--- src/hdl/sdirx_defines.svh ---
// Constants for the receiver front-end: offsets, fields, reset values and timing counts.
`ifndef SDIRX_DEFINES_SVH
`define SDIRX_DEFINES_SVH

// ----------------------------------------------------------------------
// Register offsets (12-bit word addresses on the host serial port)
// ----------------------------------------------------------------------
`define SDIRX_ADDR_PROC_DISABLE 12'h000
`define SDIRX_ADDR_RX_ERRORS 12'h001
`define SDIRX_ADDR_EDH_ERRORS 12'h003
`define SDIRX_ADDR_VIDEO_STD 12'h004
`define SDIRX_ADDR_FMT_LOW 12'h00c
`define SDIRX_ADDR_FMT_HIGH 12'h00d
`define SDIRX_ADDR_WORDS_LINE 12'h00e
`define SDIRX_ADDR_LINES_FRAME 12'h00f
`define SDIRX_ADDR_ACT_WORDS 12'h010
`define SDIRX_ADDR_ACT_LINES 12'h011

// ----------------------------------------------------------------------
// Fields and reset values
// ----------------------------------------------------------------------
`define SDIRX_NUM_FEATURES 7
`define SDIRX_PROC_DISABLE_RESET 7'h00
`define SDIRX_CMD_READ_BIT 15
`define SDIRX_CMD_ADDR_MSB 11
`define SDIRX_FRAME_BITS 6'h20
`define SDIRX_CMD_BITS 6'h10

// ----------------------------------------------------------------------
// Timing
// ----------------------------------------------------------------------
`define SDIRX_CLK_PERIOD_NS 10
`define SDIRX_HUNT_DWELL_NS 10000
`define SDIRX_HUNT_DWELL_CYCLES (`SDIRX_HUNT_DWELL_NS / `SDIRX_CLK_PERIOD_NS)

`endif

--- src/hdl/sdirx_pkg.sv ---
// Types shared by the receiver front-end.
package sdirx_pkg;

    // Lock-detect hunt states used in master operation.
    typedef enum logic [1:0] {
        SDIRX_HUNT_SD = 2'b00,
        SDIRX_HUNT_HD = 2'b01,
        SDIRX_LOCKED = 2'b10
    } sdirx_lock_e;

    typedef logic [15:0] sdirx_word_t;
    typedef logic [11:0] sdirx_addr_t;

endpackage : sdirx_pkg

--- src/hdl/sdirx_front_end.sv ---
// Receiver front-end: mode, input choice, lock hunt, loop-through and host register port.
//
// Notes on behaviour
// - Master mode detects stream type automatically.
// - Slave mode retimes even non-conforming data.
// - Supports 1.485, 1.485/1.001 and 0.27 Gb/s.
// - Loop-through buffered or retimed, tristate, mutes.
// - Processing on after reset, each host-disableable.
// - Input choice high selects serial input one.
// - Input choice low selects serial input two.
// - Carrier taken from chosen input's valid pin.
// - Master hunts rate; slave follows rate select.
// - Loop-through muted while carrier is absent.
`timescale 1ns/100ps
`default_nettype none
`include "sdirx_defines.svh"

module sdirx_front_end #(
    parameter int HUNT_DWELL = `SDIRX_HUNT_DWELL_CYCLES
) (
    input wire logic clk,
    input wire logic rst_b,
    input wire logic masterMode,
    input wire logic inputChoice,
    input wire logic serialInputOne,
    input wire logic serialInputTwo,
    input wire logic signalValidNOne,
    input wire logic signalValidNTwo,
    input wire logic rateSelect,
    input wire logic reclockSelectIn,
    input wire logic sdoEnable,
    input wire logic pllLock,
    input wire logic syncFound,
    input wire logic asiDetected,
    input wire logic retimedBit,
    input wire sdirx_pkg::sdirx_word_t errorFlagsIn,
    input wire sdirx_pkg::sdirx_word_t edhFlagsIn,
    input wire sdirx_pkg::sdirx_word_t videoStandardIn,
    input wire sdirx_pkg::sdirx_word_t formatLowIn,
    input wire sdirx_pkg::sdirx_word_t formatHighIn,
    input wire sdirx_pkg::sdirx_word_t wordsPerLineIn,
    input wire sdirx_pkg::sdirx_word_t linesPerFrameIn,
    input wire sdirx_pkg::sdirx_word_t activeWordsIn,
    input wire sdirx_pkg::sdirx_word_t activeLinesIn,
    input wire logic hostSclk,
    input wire logic hostCsN,
    input wire logic hostSdin,
    output logic selectedBit,
    output logic carrierPresent,
    output logic rateHd,
    output logic locked,
    output logic asiMode,
    output logic dataThrough,
    output logic reclockSelectOut,
    output logic reclockSelectOeN,
    output logic sdoData,
    output logic sdoOeN,
    output logic [`SDIRX_NUM_FEATURES-1:0] featureEnable,
    output logic hostSdout,
    output logic hostSdoutOeN
);
    import sdirx_pkg::*;

    // ------------------------------------------------------------------
    // Declarations
    // ------------------------------------------------------------------
    sdirx_lock_e lockState;
    logic [12:0] huntCount;
    logic [`SDIRX_NUM_FEATURES-1:0] procDisable;
    sdirx_word_t rxErrors;
    sdirx_word_t edhErrors;
    sdirx_word_t videoStd;
    sdirx_word_t fmtLow;
    sdirx_word_t fmtHigh;
    sdirx_word_t wordsLine;
    sdirx_word_t linesFrame;
    sdirx_word_t actWords;
    sdirx_word_t actLines;
    logic sclkLast;
    logic sclkRise;
    logic [5:0] bitCount;
    sdirx_word_t cmdShift;
    sdirx_word_t dataShift;
    sdirx_word_t outShift;
    logic cmdIsRead;
    sdirx_addr_t cmdAddr;
    logic rawCarrier;
    logic rawBit;
    logic reclockActive;
    logic next_sdoData;

    // ------------------------------------------------------------------
    // Address decoding
    // ------------------------------------------------------------------
    // Any address outside the map reads as zero.
    function automatic sdirx_word_t regRead(input sdirx_addr_t addr);
        sdirx_word_t value;
        value = 16'h0000;
        case (addr)
            `SDIRX_ADDR_PROC_DISABLE: value = {9'h000, procDisable};
            `SDIRX_ADDR_RX_ERRORS: value = rxErrors;
            `SDIRX_ADDR_EDH_ERRORS: value = edhErrors;
            `SDIRX_ADDR_VIDEO_STD: value = videoStd;
            `SDIRX_ADDR_FMT_LOW: value = fmtLow;
            `SDIRX_ADDR_FMT_HIGH: value = fmtHigh;
            `SDIRX_ADDR_WORDS_LINE: value = wordsLine;
            `SDIRX_ADDR_LINES_FRAME: value = linesFrame;
            `SDIRX_ADDR_ACT_WORDS: value = actWords;
            `SDIRX_ADDR_ACT_LINES: value = actLines;
            default: value = 16'h0000;
        endcase
        return value;
    endfunction : regRead

    // The only writable location; every other address drops the write.
    function automatic logic isWritable(input sdirx_addr_t addr);
        return addr == `SDIRX_ADDR_PROC_DISABLE;
    endfunction : isWritable

    // ------------------------------------------------------------------
    // Input selection
    // ------------------------------------------------------------------
    // The valid pins are active low, so carrier is their inverse.
    assign rawBit = inputChoice ? serialInputOne : serialInputTwo;
    assign rawCarrier = inputChoice ? ~signalValidNOne : ~signalValidNTwo;

    // Registered copies feed the retimer and the lock hunt.
    always_ff @(posedge clk or negedge rst_b) begin
        if (!rst_b) begin
            selectedBit <= 1'b0;
            carrierPresent <= 1'b0;
        end else begin
            selectedBit <= rawBit;
            carrierPresent <= rawCarrier;
        end
    end

    // ------------------------------------------------------------------
    // Lock detect and rate hunt
    // ------------------------------------------------------------------
    // In master mode the retimer centre toggles RATE_SELECT every dwell period
    // until the PLL locks and sync words are seen. Without carrier the
    // hunt restarts from SD, so a replugged cable locks quickly at 270 Mb/s.
    always_ff @(posedge clk or negedge rst_b) begin
        if (!rst_b) begin
            lockState <= SDIRX_HUNT_SD;
            huntCount <= 13'h0000;
        end else if (!masterMode || !carrierPresent) begin
            lockState <= SDIRX_HUNT_SD;
            huntCount <= 13'h0000;
        end else begin
            case (lockState)
                SDIRX_HUNT_SD, SDIRX_HUNT_HD: begin
                    if (pllLock && syncFound) begin
                        lockState <= SDIRX_LOCKED;
                        huntCount <= 13'h0000;
                    end else if (huntCount == 13'(HUNT_DWELL - 1)) begin
                        huntCount <= 13'h0000;
                        lockState <= (lockState == SDIRX_HUNT_SD) ?
                            SDIRX_HUNT_HD : SDIRX_HUNT_SD;
                    end else begin
                        huntCount <= huntCount + 13'h0001;
                    end
                end
                SDIRX_LOCKED: begin
                    if (!pllLock || !syncFound) begin
                        lockState <= rateHd ? SDIRX_HUNT_HD : SDIRX_HUNT_SD;
                    end
                end
                default: lockState <= SDIRX_HUNT_SD;
            endcase
        end
    end

    // Rate follows the hunt in master mode, the rate pin in slave mode.
    // The HD setting covers both 1.485 and 1.485/1.001 Gb/s.
    always_ff @(posedge clk or negedge rst_b) begin
        if (!rst_b) begin
            rateHd <= 1'b0;
        end else if (masterMode) begin
            rateHd <= (lockState == SDIRX_LOCKED) ? rateHd :
                      (lockState == SDIRX_HUNT_HD);
        end else begin
            rateHd <= rateSelect;
        end
    end

    // Slave mode reports analog lock only, so any data is retimed and
    // deserialized whether or not it carries sync words.
    always_ff @(posedge clk or negedge rst_b) begin
        if (!rst_b) begin
            locked <= 1'b0;
            asiMode <= 1'b0;
            dataThrough <= 1'b0;
        end else begin
            if (masterMode) begin
                locked <= carrierPresent && (lockState == SDIRX_LOCKED);
                asiMode <= asiDetected;
                dataThrough <= 1'b0;
            end else begin
                locked <= carrierPresent && pllLock;
                asiMode <= asiDetected;
                dataThrough <= 1'b1;
            end
        end
    end

    // ------------------------------------------------------------------
    // Loop-through output
    // ------------------------------------------------------------------
    // The reclock pin is an output only in master mode; in slave mode the
    // host drives it and the enable releases it.
    assign reclockSelectOut = locked;
    assign reclockSelectOeN = ~masterMode;
    assign reclockActive = masterMode ? locked : reclockSelectIn;
    assign sdoOeN = ~sdoEnable;

    // Muting on lost carrier wins over every other choice; a retimed copy
    // without lock is muted too rather than sending garbage down the cable.
    always_comb begin
        if (!carrierPresent) begin
            next_sdoData = 1'b0;
        end else if (reclockActive) begin
            next_sdoData = locked ? retimedBit : 1'b0;
        end else begin
            next_sdoData = selectedBit;
        end
    end

    // Data outputs come from flip-flops; a tristated driver outputs zero.
    always_ff @(posedge clk or negedge rst_b) begin
        if (!rst_b) begin
            sdoData <= 1'b0;
        end else begin
            sdoData <= sdoEnable ? next_sdoData : 1'b0;
        end
    end

    // ------------------------------------------------------------------
    // Status capture
    // ------------------------------------------------------------------
    // Status registers track the processing core; no host access touches them.
    always_ff @(posedge clk or negedge rst_b) begin
        if (!rst_b) begin
            rxErrors <= 16'h0000;
            edhErrors <= 16'h0000;
            videoStd <= 16'h0000;
            fmtLow <= 16'h0000;
            fmtHigh <= 16'h0000;
            wordsLine <= 16'h0000;
            linesFrame <= 16'h0000;
            actWords <= 16'h0000;
            actLines <= 16'h0000;
        end else begin
            rxErrors <= errorFlagsIn;
            edhErrors <= edhFlagsIn;
            videoStd <= videoStandardIn;
            fmtLow <= formatLowIn;
            fmtHigh <= formatHighIn;
            wordsLine <= wordsPerLineIn;
            linesFrame <= linesPerFrameIn;
            actWords <= activeWordsIn;
            actLines <= activeLinesIn;
        end
    end

    // ------------------------------------------------------------------
    // Host serial port
    // ------------------------------------------------------------------
    // The serial clock is sampled by the system clock, so it must run at
    // under a quarter of the system rate.
    assign sclkRise = hostSclk && !sclkLast && !hostCsN;

    always_ff @(posedge clk or negedge rst_b) begin
        if (!rst_b) begin
            sclkLast <= 1'b0;
        end else begin
            sclkLast <= hostSclk;
        end
    end

    // Frame: 16 command bits then 16 data bits, MSB first.
    always_ff @(posedge clk or negedge rst_b) begin
        if (!rst_b) begin
            bitCount <= 6'h00;
            cmdShift <= 16'h0000;
            dataShift <= 16'h0000;
        end else if (hostCsN) begin
            bitCount <= 6'h00;
        end else if (sclkRise && bitCount != `SDIRX_FRAME_BITS) begin
            bitCount <= bitCount + 6'h01;
            if (bitCount < `SDIRX_CMD_BITS) begin
                cmdShift <= {cmdShift[14:0], hostSdin};
            end else begin
                dataShift <= {dataShift[14:0], hostSdin};
            end
        end
    end

    assign cmdIsRead = cmdShift[`SDIRX_CMD_READ_BIT];
    assign cmdAddr = cmdShift[`SDIRX_CMD_ADDR_MSB:0];

    // Read data is loaded once the command is complete and then shifts out.
    always_ff @(posedge clk or negedge rst_b) begin
        if (!rst_b) begin
            outShift <= 16'h0000;
        end else if (hostCsN) begin
            outShift <= 16'h0000;
        end else if (bitCount == `SDIRX_CMD_BITS && !sclkRise && cmdIsRead
                     && outShift == 16'h0000 && !sclkLast) begin
            outShift <= regRead(cmdAddr);
        end else if (sclkRise && bitCount >= `SDIRX_CMD_BITS) begin
            outShift <= {outShift[14:0], 1'b0};
        end
    end

    assign hostSdout = outShift[15];
    assign hostSdoutOeN = hostCsN || !cmdIsRead || bitCount < `SDIRX_CMD_BITS;

    // Processing features start enabled; a write sets disable bits.
    // Writes to status addresses fall through and change nothing.
    always_ff @(posedge clk or negedge rst_b) begin
        if (!rst_b) begin
            procDisable <= `SDIRX_PROC_DISABLE_RESET;
        end else if (sclkRise && bitCount == (`SDIRX_FRAME_BITS - 6'h01)
                     && !cmdIsRead && isWritable(cmdAddr)) begin
            procDisable <= {dataShift[5:0], hostSdin};
        end
    end

    // Each feature enable is the inverse of its own disable bit.
    genvar gi;
    generate
        for (gi = 0; gi < `SDIRX_NUM_FEATURES; gi++) begin : g_feat
            assign featureEnable[gi] = ~procDisable[gi];
        end
    endgenerate

endmodule : sdirx_front_end
`default_nettype wire

--- config.mk ---
export PLATFORM = sky130hd
export DESIGN_NAME = sdirx_front_end
export DESIGN_NICKNAME = d
export VERILOG_FILES = /design/src/hdl/sdirx_pkg.sv /design/src/hdl/sdirx_front_end.sv
export VERILOG_INCLUDE_DIRS = /design/src /design/src/hdl
export SDC_FILE = /design/constraint.sdc
export NUM_CORES = 1
export LEC_CHECK = 0
export ABC_AREA = 1
export BUFFER_PORTS_ARGS = -buffer_cell sky130_fd_sc_hd__buf_2
export CORE_ASPECT_RATIO = 0.9
export CORE_MARGIN = 1.5
export CORE_UTILIZATION = 40
export CTS_CLUSTER_DIAMETER = 60
export CTS_CLUSTER_SIZE = 30
export DETAILED_ROUTE_END_ITERATION = 8
export PLACE_DENSITY_LB_ADDON = 0.08
export SLEW_MARGIN = 40
export SYNTH_ARGS = -nofsm -noshare
export SYNTH_HDL_FRONTEND = slang
export SYNTH_SLANG_ARGS = --single-unit
--- constraint.sdc ---
create_clock -name clk -period 2.52 [get_ports clk]
set_clock_uncertainty 0.2 [all_clocks]
set_input_delay 0.126 -clock clk [delete_from_list [all_inputs] [get_ports clk]]
set_output_delay 0.126 -clock clk [all_outputs]
set_load 0.05 [all_outputs]
---- Word-level counts from Yosys, hierarchy flattened ----
Index checks and enable logic that the tools add are counted.
operators by class
  divide/modulo/power cells ............... 0
  multiply operators ...................... 0
  reduce and logical (&&, ||, !) cells .... 36
  order comparisons ....................... 2
  eq/ne operators ......................... 18
  bitwise gates (word level) .............. 13
  multiplexer cells ....................... 28
  shifts and indexed selects .............. 0
  add/sub/neg operators ................... 2
operators by type and width
  kind                     number
  $pmux W16 S10            1
  $mux W13                 4
  $eq A12 B4 Y1 const B    4
  $mux W16                 3
  $eq A12 B5 Y1 const B    2
  $logic_not A16 Y1        1
  $logic_and A1 B1 Y1      14
  $add A13 B1 Y13 const B  1
  $eq A13 B10 Y1 const B   1
  $mux W1                  13
  $not A1 Y1               13
  $eq A12 B1 Y1 const B    1
  $eq A12 B2 Y1 const B    1
  $eq A12 B3 Y1 const B    1
  $eq A6 B5 Y1 const B     2
  $logic_not A12 Y1        1
  $mux W6                  2
  $logic_not A1 Y1         8
  $mux W2                  4
  $add A6 B1 Y6 const B    1
  $ge A6 B5 Y1 const B     1
  $lt A6 B5 Y1 const B     1
  $ne A6 B6 Y1 const B     1
  $reduce_and A3 Y1        2
  other kinds (12)         16
storage, ports and cells
  memories kept ........................... 0
  latch bits .............................. 0
  output and inout port bits .............. 19
  register bits ........................... 218
  memory bits (writable) .................. 0
  logic and storage cells ................. 123
  input port bits ......................... 162
  ROM bits ................................ 0

---- Depth between registers and ports, before layout ----
Gate-level depths: netlist of run 1.
  word-level depth ........................ 10
  gate-level depth with buffers ........... 13
  mapped depth without buffers ............ 12

---- Worst setup path before layout of run 1 ----
Ideal clock, no wire load.
  path kind ............................... flip-flop to flip-flop
  from .................................... register outShift[15]
  to ...................................... register outShift[14]
  clock period less this slack ............ 1.875 ns
  cell stages (with the launch flop) ...... 10
  slack ................................... 0.645 ns
  path buffers ............................ 1
  setup time .............................. 0.116 ns
  required time ........................... 2.204 ns
  arrival time ............................ 1.559 ns
  cell sequence ........................... dfrtp_1 > nor2_1 > nand3_1 > nor3b_2 > nand3_2 > nand3_1 > inv_1 > buf_2 > nand2_1 > nand2_1
between the ends
  longest elaborated chain between the ends .. 5
  elaborated cells between the ends (all ways) .. 6
  classes of those cells .................. mux: 2; reduce/logical: 4
RTL lines
  what                                  RTL line                text
  from (decl)                           sdirx_front_end.sv:84   sdirx_word_t outShift;
  from (signal assigned)                sdirx_front_end.sv:311  outShift <= regRead(cmdAddr);
  from (signal assigned)                sdirx_front_end.sv:313  outShift <= {outShift[14:0], 1'b0};
  $logic_not A16 Y1 (*)                 sdirx_front_end.sv:310  && outShift == 16'h0000 && !sclkLast) begin
  $logic_and A1 B1 Y1 (*) (2 in a row)  sdirx_front_end.sv:309  end else if (bitCount == `SDIRX_CMD_BITS && !sclkRise && cmdIsRead
  $mux W16                              sdirx_front_end.sv:309
  $mux W16                              sdirx_front_end.sv:307  end else if (hostCsN) begin
Every way passes the cells marked *; elsewhere a longest branch is shown, timed or not.
A chain may end at the register's enable or synchronous reset.

---- Final worst setup path of run 1 ----
  from .................................... register cmdShift[7]
  to ...................................... register outShift[1]
between the ends
  longest elaborated chain between the ends .. 4
  elaborated cells between the ends (all ways) .. 13
  classes of those cells .................. eq/ne: 9; mux: 3; reduce/logical: 1
RTL lines
  what                                         RTL line                text
  from (decl)                                  sdirx_front_end.sv:82   sdirx_word_t cmdShift;
  from (signal assigned)                       sdirx_front_end.sv:293  cmdShift <= {cmdShift[14:0], hostSdin};
  $eq A12 B5 Y1, or another cell as far along  sdirx_front_end.sv:99   case (addr)
  $pmux W16 S10 (*)                            sdirx_front_end.sv:99
  $mux W16 (*)                                 sdirx_front_end.sv:309
  $mux W16 (*)                                 sdirx_front_end.sv:307
Marks and branches as above.

==> results.toml, run 1 <==
[outcome]
status = "finished, final reports clean"

[worst_setup_path]
worstSetupStartpointType = "register"
crit_fanout = 13
worst-endpoint-required_ns = 2.75
path_class = "reg2reg"
critPathCaptureType = "register"
wp_data_arrival_ns = 2.35

[logic_synthesis]
yosys.area_share.simple_pct = 28.1
synth.area.mux_share_pct = 0.488
synth_top_cells_by_area = "dfrtp_1 (61%), nand3_1 (9.6%), nand2_1 (9.4%), inv_1 (3.2%), nor2_1 (2.7%)"
synthDominantAreaCellType = "dfrtp_1"
syn-num-nets = 1098
syn-instance-count = 933
yosysMostFrequentCell = "nand2_1"
ys_warn_count = 0
synth_top_family_by_area = "simple AND/OR/NAND/NOR gates"
netlist_area_um2 = 8980
synthArstFlopShare_pct = 100
synth_fa_ha_area_share_pct = 0.418
most_frequent_cells_after_synthesis = "nand2_1 (225), dfrtp_1 (218), nand3_1 (172), inv_1 (76), nor2_1 (65)"
share_of_the_synthesized_area_in_compound_gates_ao_oa_aoi_oai_pct = 3.54
ys_types = 38
syn-mean-instance-area_um2 = 9.63
synth_seq_cells = 218
synth_flop_cell = "dfrtp_1"
synth_sequential_area_ratio_pct = 60.7
post_synth_xor_area_fraction_pct = 0.488
netlist.area_leader.share_pct = 60.7
synth_enable_flop_cells = 0

[global_route]
grt_use_total_pct = 21.1
overflow = 0
grt_start_max_net_pins = 72
antenna_violations_before_repair = 0
grt_pass1_wl_mm = 38.8
grt_pass1_vias = 7363

[sta]
post-route-period-util_pct = 84.1
fin_setup_tns_ns = 0
timing.final.hold_violations = 0
setup_viol = 0
worst_slew_pin_slew_ns = 0.604
max_slew_margin_pct = 59.3
worst_hold_slack_ns = 0.0436
timing.fmax_mhz = 472
maxSlewViolCount = 0
period_needed_ns = 2.12
grt_setup_unrepaired = "no"

[layout]
multiInputGateArea_um2 = 2960
fraction_of_layout_cells_with_a_size_suffix_above_1_pct = 22.1
layout_area_overhead_pct = 37.8
n_fill_cell = 1955
n_antenna_cell = 0
area_taken_by_flip_flops_and_latches_um2 = 5460
number_of_standard_cells_in_the_final_layout_excluding_fillers = 1578
finish.net_count = 1441

[clocking]
cts_tree = "built"
worst_skew_pair.late_latency_ns = 0.52
clockRootBuffer = "clkbuf_16"
cts-root-to-sink-buffers = 3
cts.reportedPaths.clkPinSlew_ns = 0.10
cts_buffers = 17
cts.sink_count = 218
cts.repair.resized = 0
htreeDepth = 1

[detailed_routing]
vias = 7330
route.antenna.remaining_nets = 0
routed_wire_length_per_instance_um = 15.6
number_of_detailed_route_iterations_in_the_first_pass = 5
drc_errors = 0
drt_wl_total_mm = 24.5
drt-initial-drc-count = 423
via_density_per_instance = 4.65

[power_and_ir_drop]
clock_power_share_pct = 34.3
leakagePower_nw = 6.05
pwr-share-seq_pct = 46.1
p_sw_w = 0.00261
cellInternalPower_w = 0.00563
power_frac_comb_pct = 19.6
switching_share_pct = 31.6
vdd.ir_drop.worst_mv = 0.499
power.density_cell_area_nw_per_um2 = 666

[die]
io-pin-count = 181
initial_core_util_pct = 41.2
die_area_um2 = 23400
placeableCoreArea_um2 = 21800
die_y_um = 145
placement_rows = 51
die_w_um = 161

[worst_hold_path]
hold_path.class = "in2reg"

[placement]
dp.final_hpwl_mm = 16.5
placer_congestion_estimate = 0.822
numPortBuffers = 180
post-place-cells = 1385

[flow_run]
cap_viol_max_count = 0
==> power by group through the flow <==
stage | Sequential, W | Combinational, W | Clock [W]
global route | 0.00382 | 0.00178 | 0.00303
CTS | 0.00380 | 0.00162 | 0.00292
global placement | 0.00387 | 0.00141 | 0
floorplan | 0.00387 | 0.000956 | 0
finish | 0.00380 | 0.00161 | 0.00283
detailed placement | 0.00387 | 0.00142 | 0
==> area by class of cell <==
type | count | share of cell area (%)
well taps | 291 | 2.94
clock buffers | 18 | 3.47
flip-flops and latches | 218 | 44.1
inverters | 84 | 2.58
clock inverters | 12 | 1.20
repair buffers | 355 | 21.8
multi-input cells | 600 | 23.9
==> routing by layer <==
layer / up-vias / global-route usage (%) / part of all wire (%)
met4: 0 / 4.07 / 1.6
met1: 3453 / 31.3 / 48
met5: - / 0 / 0
met2: 166 / 32.8 / 46
met3: 25 / 3.09 / 4.1
li1: 3686 / - / -
==> through the flow <==
stage / setup slack [ns] / util [%] / area (um2) / total power [W]
after floorplan: 0.645 / - / 8980 / 0.00482
after global placement: 0.423 / 46.6 / 10200 / 0.00528
after detailed placement: 0.409 / 46.6 / 10200 / 0.00529
after CTS: 0.386 / 56.7 / 12400 / 0.00834
after global routing: 0.187 / 56.7 / 12400 / 0.00863
final: 0.400 / 56.7 / 12400 / 0.00824
==> what timing repair did <==
| item | 4_1_cts | 5_1_grt |
|---|---|---|
| endpoints found under the hold margin | 412 | 0 |
| endpoints found under the setup margin | 0 | 0 |
| hold buffers | 163 | 0 |
| buffers inserted | 0 | 0 |
==> cell usage in the layout, fill, tap and decap left out, types with 4 or more instances in the layout <==
| cell | synthesis | layout |
|---|---|---|
| nand2_1 | 225 | 225 |
| dfrtp_1 | 218 | 218 |
| buf_2 | 11 | 179 |
| nand3_1 | 172 | 172 |
| dlygate4sd3_1 | 0 | 163 |
| inv_1 | 76 | 76 |
| nor2_1 | 65 | 65 |
| o21ai_0 | 44 | 44 |
| clkbuf_16 | 0 | 17 |
| nor2_4 | 13 | 13 |
| nand3_2 | 13 | 13 |
| nand2_2 | 11 | 11 |
| nor2_2 | 8 | 8 |
| a21oi_1 | 7 | 7 |
| buf_4 | 5 | 7 |
| nor3_1 | 6 | 6 |
| nand4_1 | 6 | 6 |
| clkinv_2 | 2 | 5 |
| buf_12 | 0 | 5 |
| inv_2 | 5 | 4 |
| inv_8 | 0 | 4 |
==> sequential cells by signal (all words and copies together), names as in the netlist, 2 cells and up <==
| signal | flops |
|---|---|
| fmtLow | 16 |
| videoStd | 16 |
| procDisable | 7 |
| actWords | 16 |
| edhErrors | 16 |
| fmtHigh | 16 |
| cmdShift | 16 |
| linesFrame | 16 |
| actLines | 16 |
| dataShift | 6 |
| bitCount | 6 |
| wordsLine | 16 |
| rxErrors | 16 |
| outShift | 16 |
| huntCount | 13 |
| lockState | 2 |
==> logic make-up (layout without fill, tap and decap cells) <==
logic type	after synthesis	count (layout)
AO/OA/AOI/OAI	59	59
XOR/XNOR	5	5
adder cells (fa/ha/maj)	3	3
buffers and inverters	115	469
flip-flops	218	218
multiplexers	4	4
AND/OR/NAND/NOR	529	529
==> final timing paths <==
| kind | start | endpoint | slack [ns] | depth (start not counted) |
|---|---|---|---|---|
| setup / recovery | cmdShift[7]$_DFFE_PN0P_ | outShift[1]$_DFFE_PN0P_ | 0.40 | 12 |
| hold / removal | activeLinesIn[0] | actLines[0]$_DFF_PN0_ | 0.04 | 2 |
| setup reg to reg | cmdShift[7]$_DFFE_PN0P_ | outShift[1]$_DFFE_PN0P_ | 0.40 | 12 |
| hold reg to reg | outShift[13]$_DFFE_PN0P_ | outShift[13]$_DFFE_PN0P_ | 0.28 | 2 |
| max in group asynchronous | rst_b | videoStd[2]$_DFF_PN0_ | 0.85 | 4 |
| min in group asynchronous | rst_b | fmtHigh[12]$_DFF_PN0_ | 0.50 | 3 |
==> critical path, cell delays in order (launching register included) <==
cell	delay [ns]
dfrtp_1	0.41
nor2_2	0.19
nand2_4	0.23
nor2_4	0.28
buf_12	0.18
nand3_1	0.08
nand2_1	0.11
nor2_1	0.07
nand3_1	0.08
nand2_1	0.06
nand2_1	0.06
nand2_1	0.04
nand2_1	0.06
No activity file was read; power rests on OpenSTA's default activity.
==> run 2, diff against run 1 <==
==> constraint.sdc (replaced) <==
create_clock -name clk -period 1.89 [get_ports clk]
set_clock_uncertainty 0.2 [all_clocks]
set_input_delay 0.0945 -clock clk [delete_from_list [all_inputs] [get_ports clk]]
set_output_delay 0.0945 -clock clk [all_outputs]
set_load 0.05 [all_outputs]
==> results.toml, run 2 (synthesis gave the netlist of run 1 again) <==
[die]
die_y_um = 145
io-pin-count = 181
placement_rows = 51
initial_core_util_pct = 41.2
placeableCoreArea_um2 = 21800
die_w_um = 161
die_area_um2 = 23400

[layout]
fraction_of_layout_cells_with_a_size_suffix_above_1_pct = 30.5
final_common_cell = "dfrtp_1"
finish.net_count = 1515
commonest_non_fill_non_tap_cells_in_the_layout = "dfrtp_1 (214), nand2_1 (213), buf_2 (178)"
layout_area_overhead_pct = 50.1
finish.utilization_pct = 61.8
layout.cell_area.non_filler_um2 = 13500
n_antenna_cell = 0

[worst_setup_path]
r2r.worst_path.cells = 13
worst_path_largest_cell_delay_ns = 0.48
reg_to_reg_end = "outShift[10]$_DFFE_PN0P_"
cpLargestDelayFamily = "simple AND/OR/NAND/NOR gates"
worst-endpoint-required_ns = 2.12
crit_fanout = 8
r2r_slack_ns = -0.10
wp_data_arrival_ns = 2.22
timing.critical_path.buf_inv = 2
worst_setup_path_startpoint = "cmdShift[1]$_DFFE_PN0P_"
crit_top_cell = "nand2_1"
worstSetupStartpointType = "register"
critical_path.endpoint = "outShift[10]$_DFFE_PN0P_"
path_class = "reg2reg"
startpoint_of_the_lowest_slack_register_to_register_path = "cmdShift[1]$_DFFE_PN0P_"
timing.critical_path.depth = 13
critPathCaptureType = "register"
cpMaxStageDelayCell = "dfrtp_2"
critical_path.cell_chain = "nor2_4 > buf_6 > nand2_4 > nor2_8 > buf_8 > nand3_1 > nand2_2 > nor2_1 > nand3_1 > nand2_1 > nand2_1 > nand2_1 > nand2_1"

[sta]
final_critical_path_setup_slack_ns = -0.101
setup_viol = 15
timing.final.hold_violations = 0
period_needed_ns = 1.99
worst_slew_pin_slew_ns = 0.363
max_slew_margin_pct = 75.8
grt_setup_unrepaired = "yes"
worst_hold_slack_ns = 0.0335
post-route-period-util_pct = 105
timing.fmax_mhz = 502
maxSlewViolCount = 0

[power_and_ir_drop]
vdd.ir_drop.worst_mv = 0.618
leakagePower_nw = 6.56
power.density_cell_area_nw_per_um2 = 889

[placement]
dp.final_hpwl_mm = 16.5
numPortBuffers = 180
placer_congestion_estimate = 0.770
dpl_cell_area_um2 = 10800

[clocking]
worst_skew_pair.late_latency_ns = 0.50
htreeDepth = 1
clockRootBuffer = "clkbuf_16"
cts_buffers = 19
cts_tree = "built"
cts.reportedPaths.clkPinSlew_ns = 0.09
cts.sink_count = 218
cts-root-to-sink-buffers = 3

[global_route]
overflow = 0
grt_use_total_pct = 21.9
grt_pass1_wl_mm = 40.8
antenna_violations_before_repair = 0
grt_pass1_vias = 7881
grt_start_max_net_pins = 54

[outcome]
violations = "setup timing"
status = "complete, but fails checks"

[detailed_routing]
number_of_detailed_route_iterations_in_the_first_pass = 4
drt-initial-drc-count = 393
routed_wire_length_per_instance_um = 15.4
vias = 7724
drt_wl_total_mm = 25.4
via_density_per_instance = 4.67
route.antenna.remaining_nets = 0
drc_errors = 0

[worst_hold_path]
hold_path.class = "in2reg"

[flow_run]
cap_viol_max_count = 0
## run 2: changes by cell type in the layout (fill, tap and decap cells not counted), sizes merged, moves of 2 or more
cell	before	now
bufinv	0	2
clkinv	8	10
clkbuf	18	20
buf	192	263
inv	88	84
## run 2: how the worst min path moves through the flow
stage                       startpoint                       to  slack [ns]  cells past startpoint
floorplan                        rst_b    actLines[0]$_DFF_PN0_       -0.40                      0
global placement                 rst_b    videoStd[9]$_DFF_PN0_       -0.19                      1
detailed placement               rst_b    videoStd[9]$_DFF_PN0_       -0.20                      1
CTS                 linesPerFrameIn[7]  linesFrame[7]$_DFF_PN0_        0.01                      2
global route        linesPerFrameIn[4]  linesFrame[4]$_DFF_PN0_        0.03                      2
finish              linesPerFrameIn[4]  linesFrame[4]$_DFF_PN0_        0.03                      2
## run 2: area by class of cell
cell class                      count  area [um2]
Sequential cell                   218        5460
Fill cell                        1893        8340
Tap cell                          291         364
Timing Repair Buffer              426        3430
Clock buffer                       20         479
Multi-Input combinational cell    601        3240
Clock inverter                     13         184
Inverter                           84         323
## run 2: metrics by stage
stage / setup slack [ns] / std cells / setup TNS (ns) / power (W)
after floorplan: 0.0148 / 933 / 0 / 0.00643
after global placement: -0.149 / 1441 / -1.34 / 0.00733
after detailed placement: -0.152 / 1441 / -1.59 / 0.00734
after CTS: -0.0729 / 1645 / -0.328 / 0.0120
after global routing: -0.202 / 1653 / -2.90 / 0.0125
final: -0.101 / 1653 / -0.501 / 0.0120
## run 2: timing repair
item | 4_1_cts | 5_1_grt
setup endpoints to repair | 22 | 30
cloned | 1 | 0
pin swaps | 9 | 20
setup buffers | 8 | 8
hold buffers | 163 | 1
gates resized for setup | 34 | 52
hold endpoints to repair | 409 | 4
## run 2: worst reg2reg max path, stage by stage (launching register included)
cell,delay [ns]
dfrtp_2,0.48
nor2_4,0.16
buf_6,0.14
nand2_4,0.07
nor2_8,0.20
buf_8,0.16
nand3_1,0.10
nand2_2,0.10
nor2_1,0.05
nand3_1,0.07
nand2_1,0.05
nand2_1,0.05
nand2_1,0.04
nand2_1,0.05
## run 2: metal layers
layer / track usage [%] / up-vias / share of wire (%)
met5: 0 / - / 0
met4: 4.35 / 0 / 1.9
met3: 3.72 / 35 / 4.8
met2: 35.0 / 148 / 47
met1: 31.3 / 3697 / 46
li1: - / 3844 / -
## run 2: power by group
group | switching (W) | internal (W) | total (W)
Combinational | 0.00157 | 0.00122 | 0.00279
Sequential | 0.000162 | 0.00491 | 0.00507
Clock | 0.00191 | 0.00222 | 0.00413
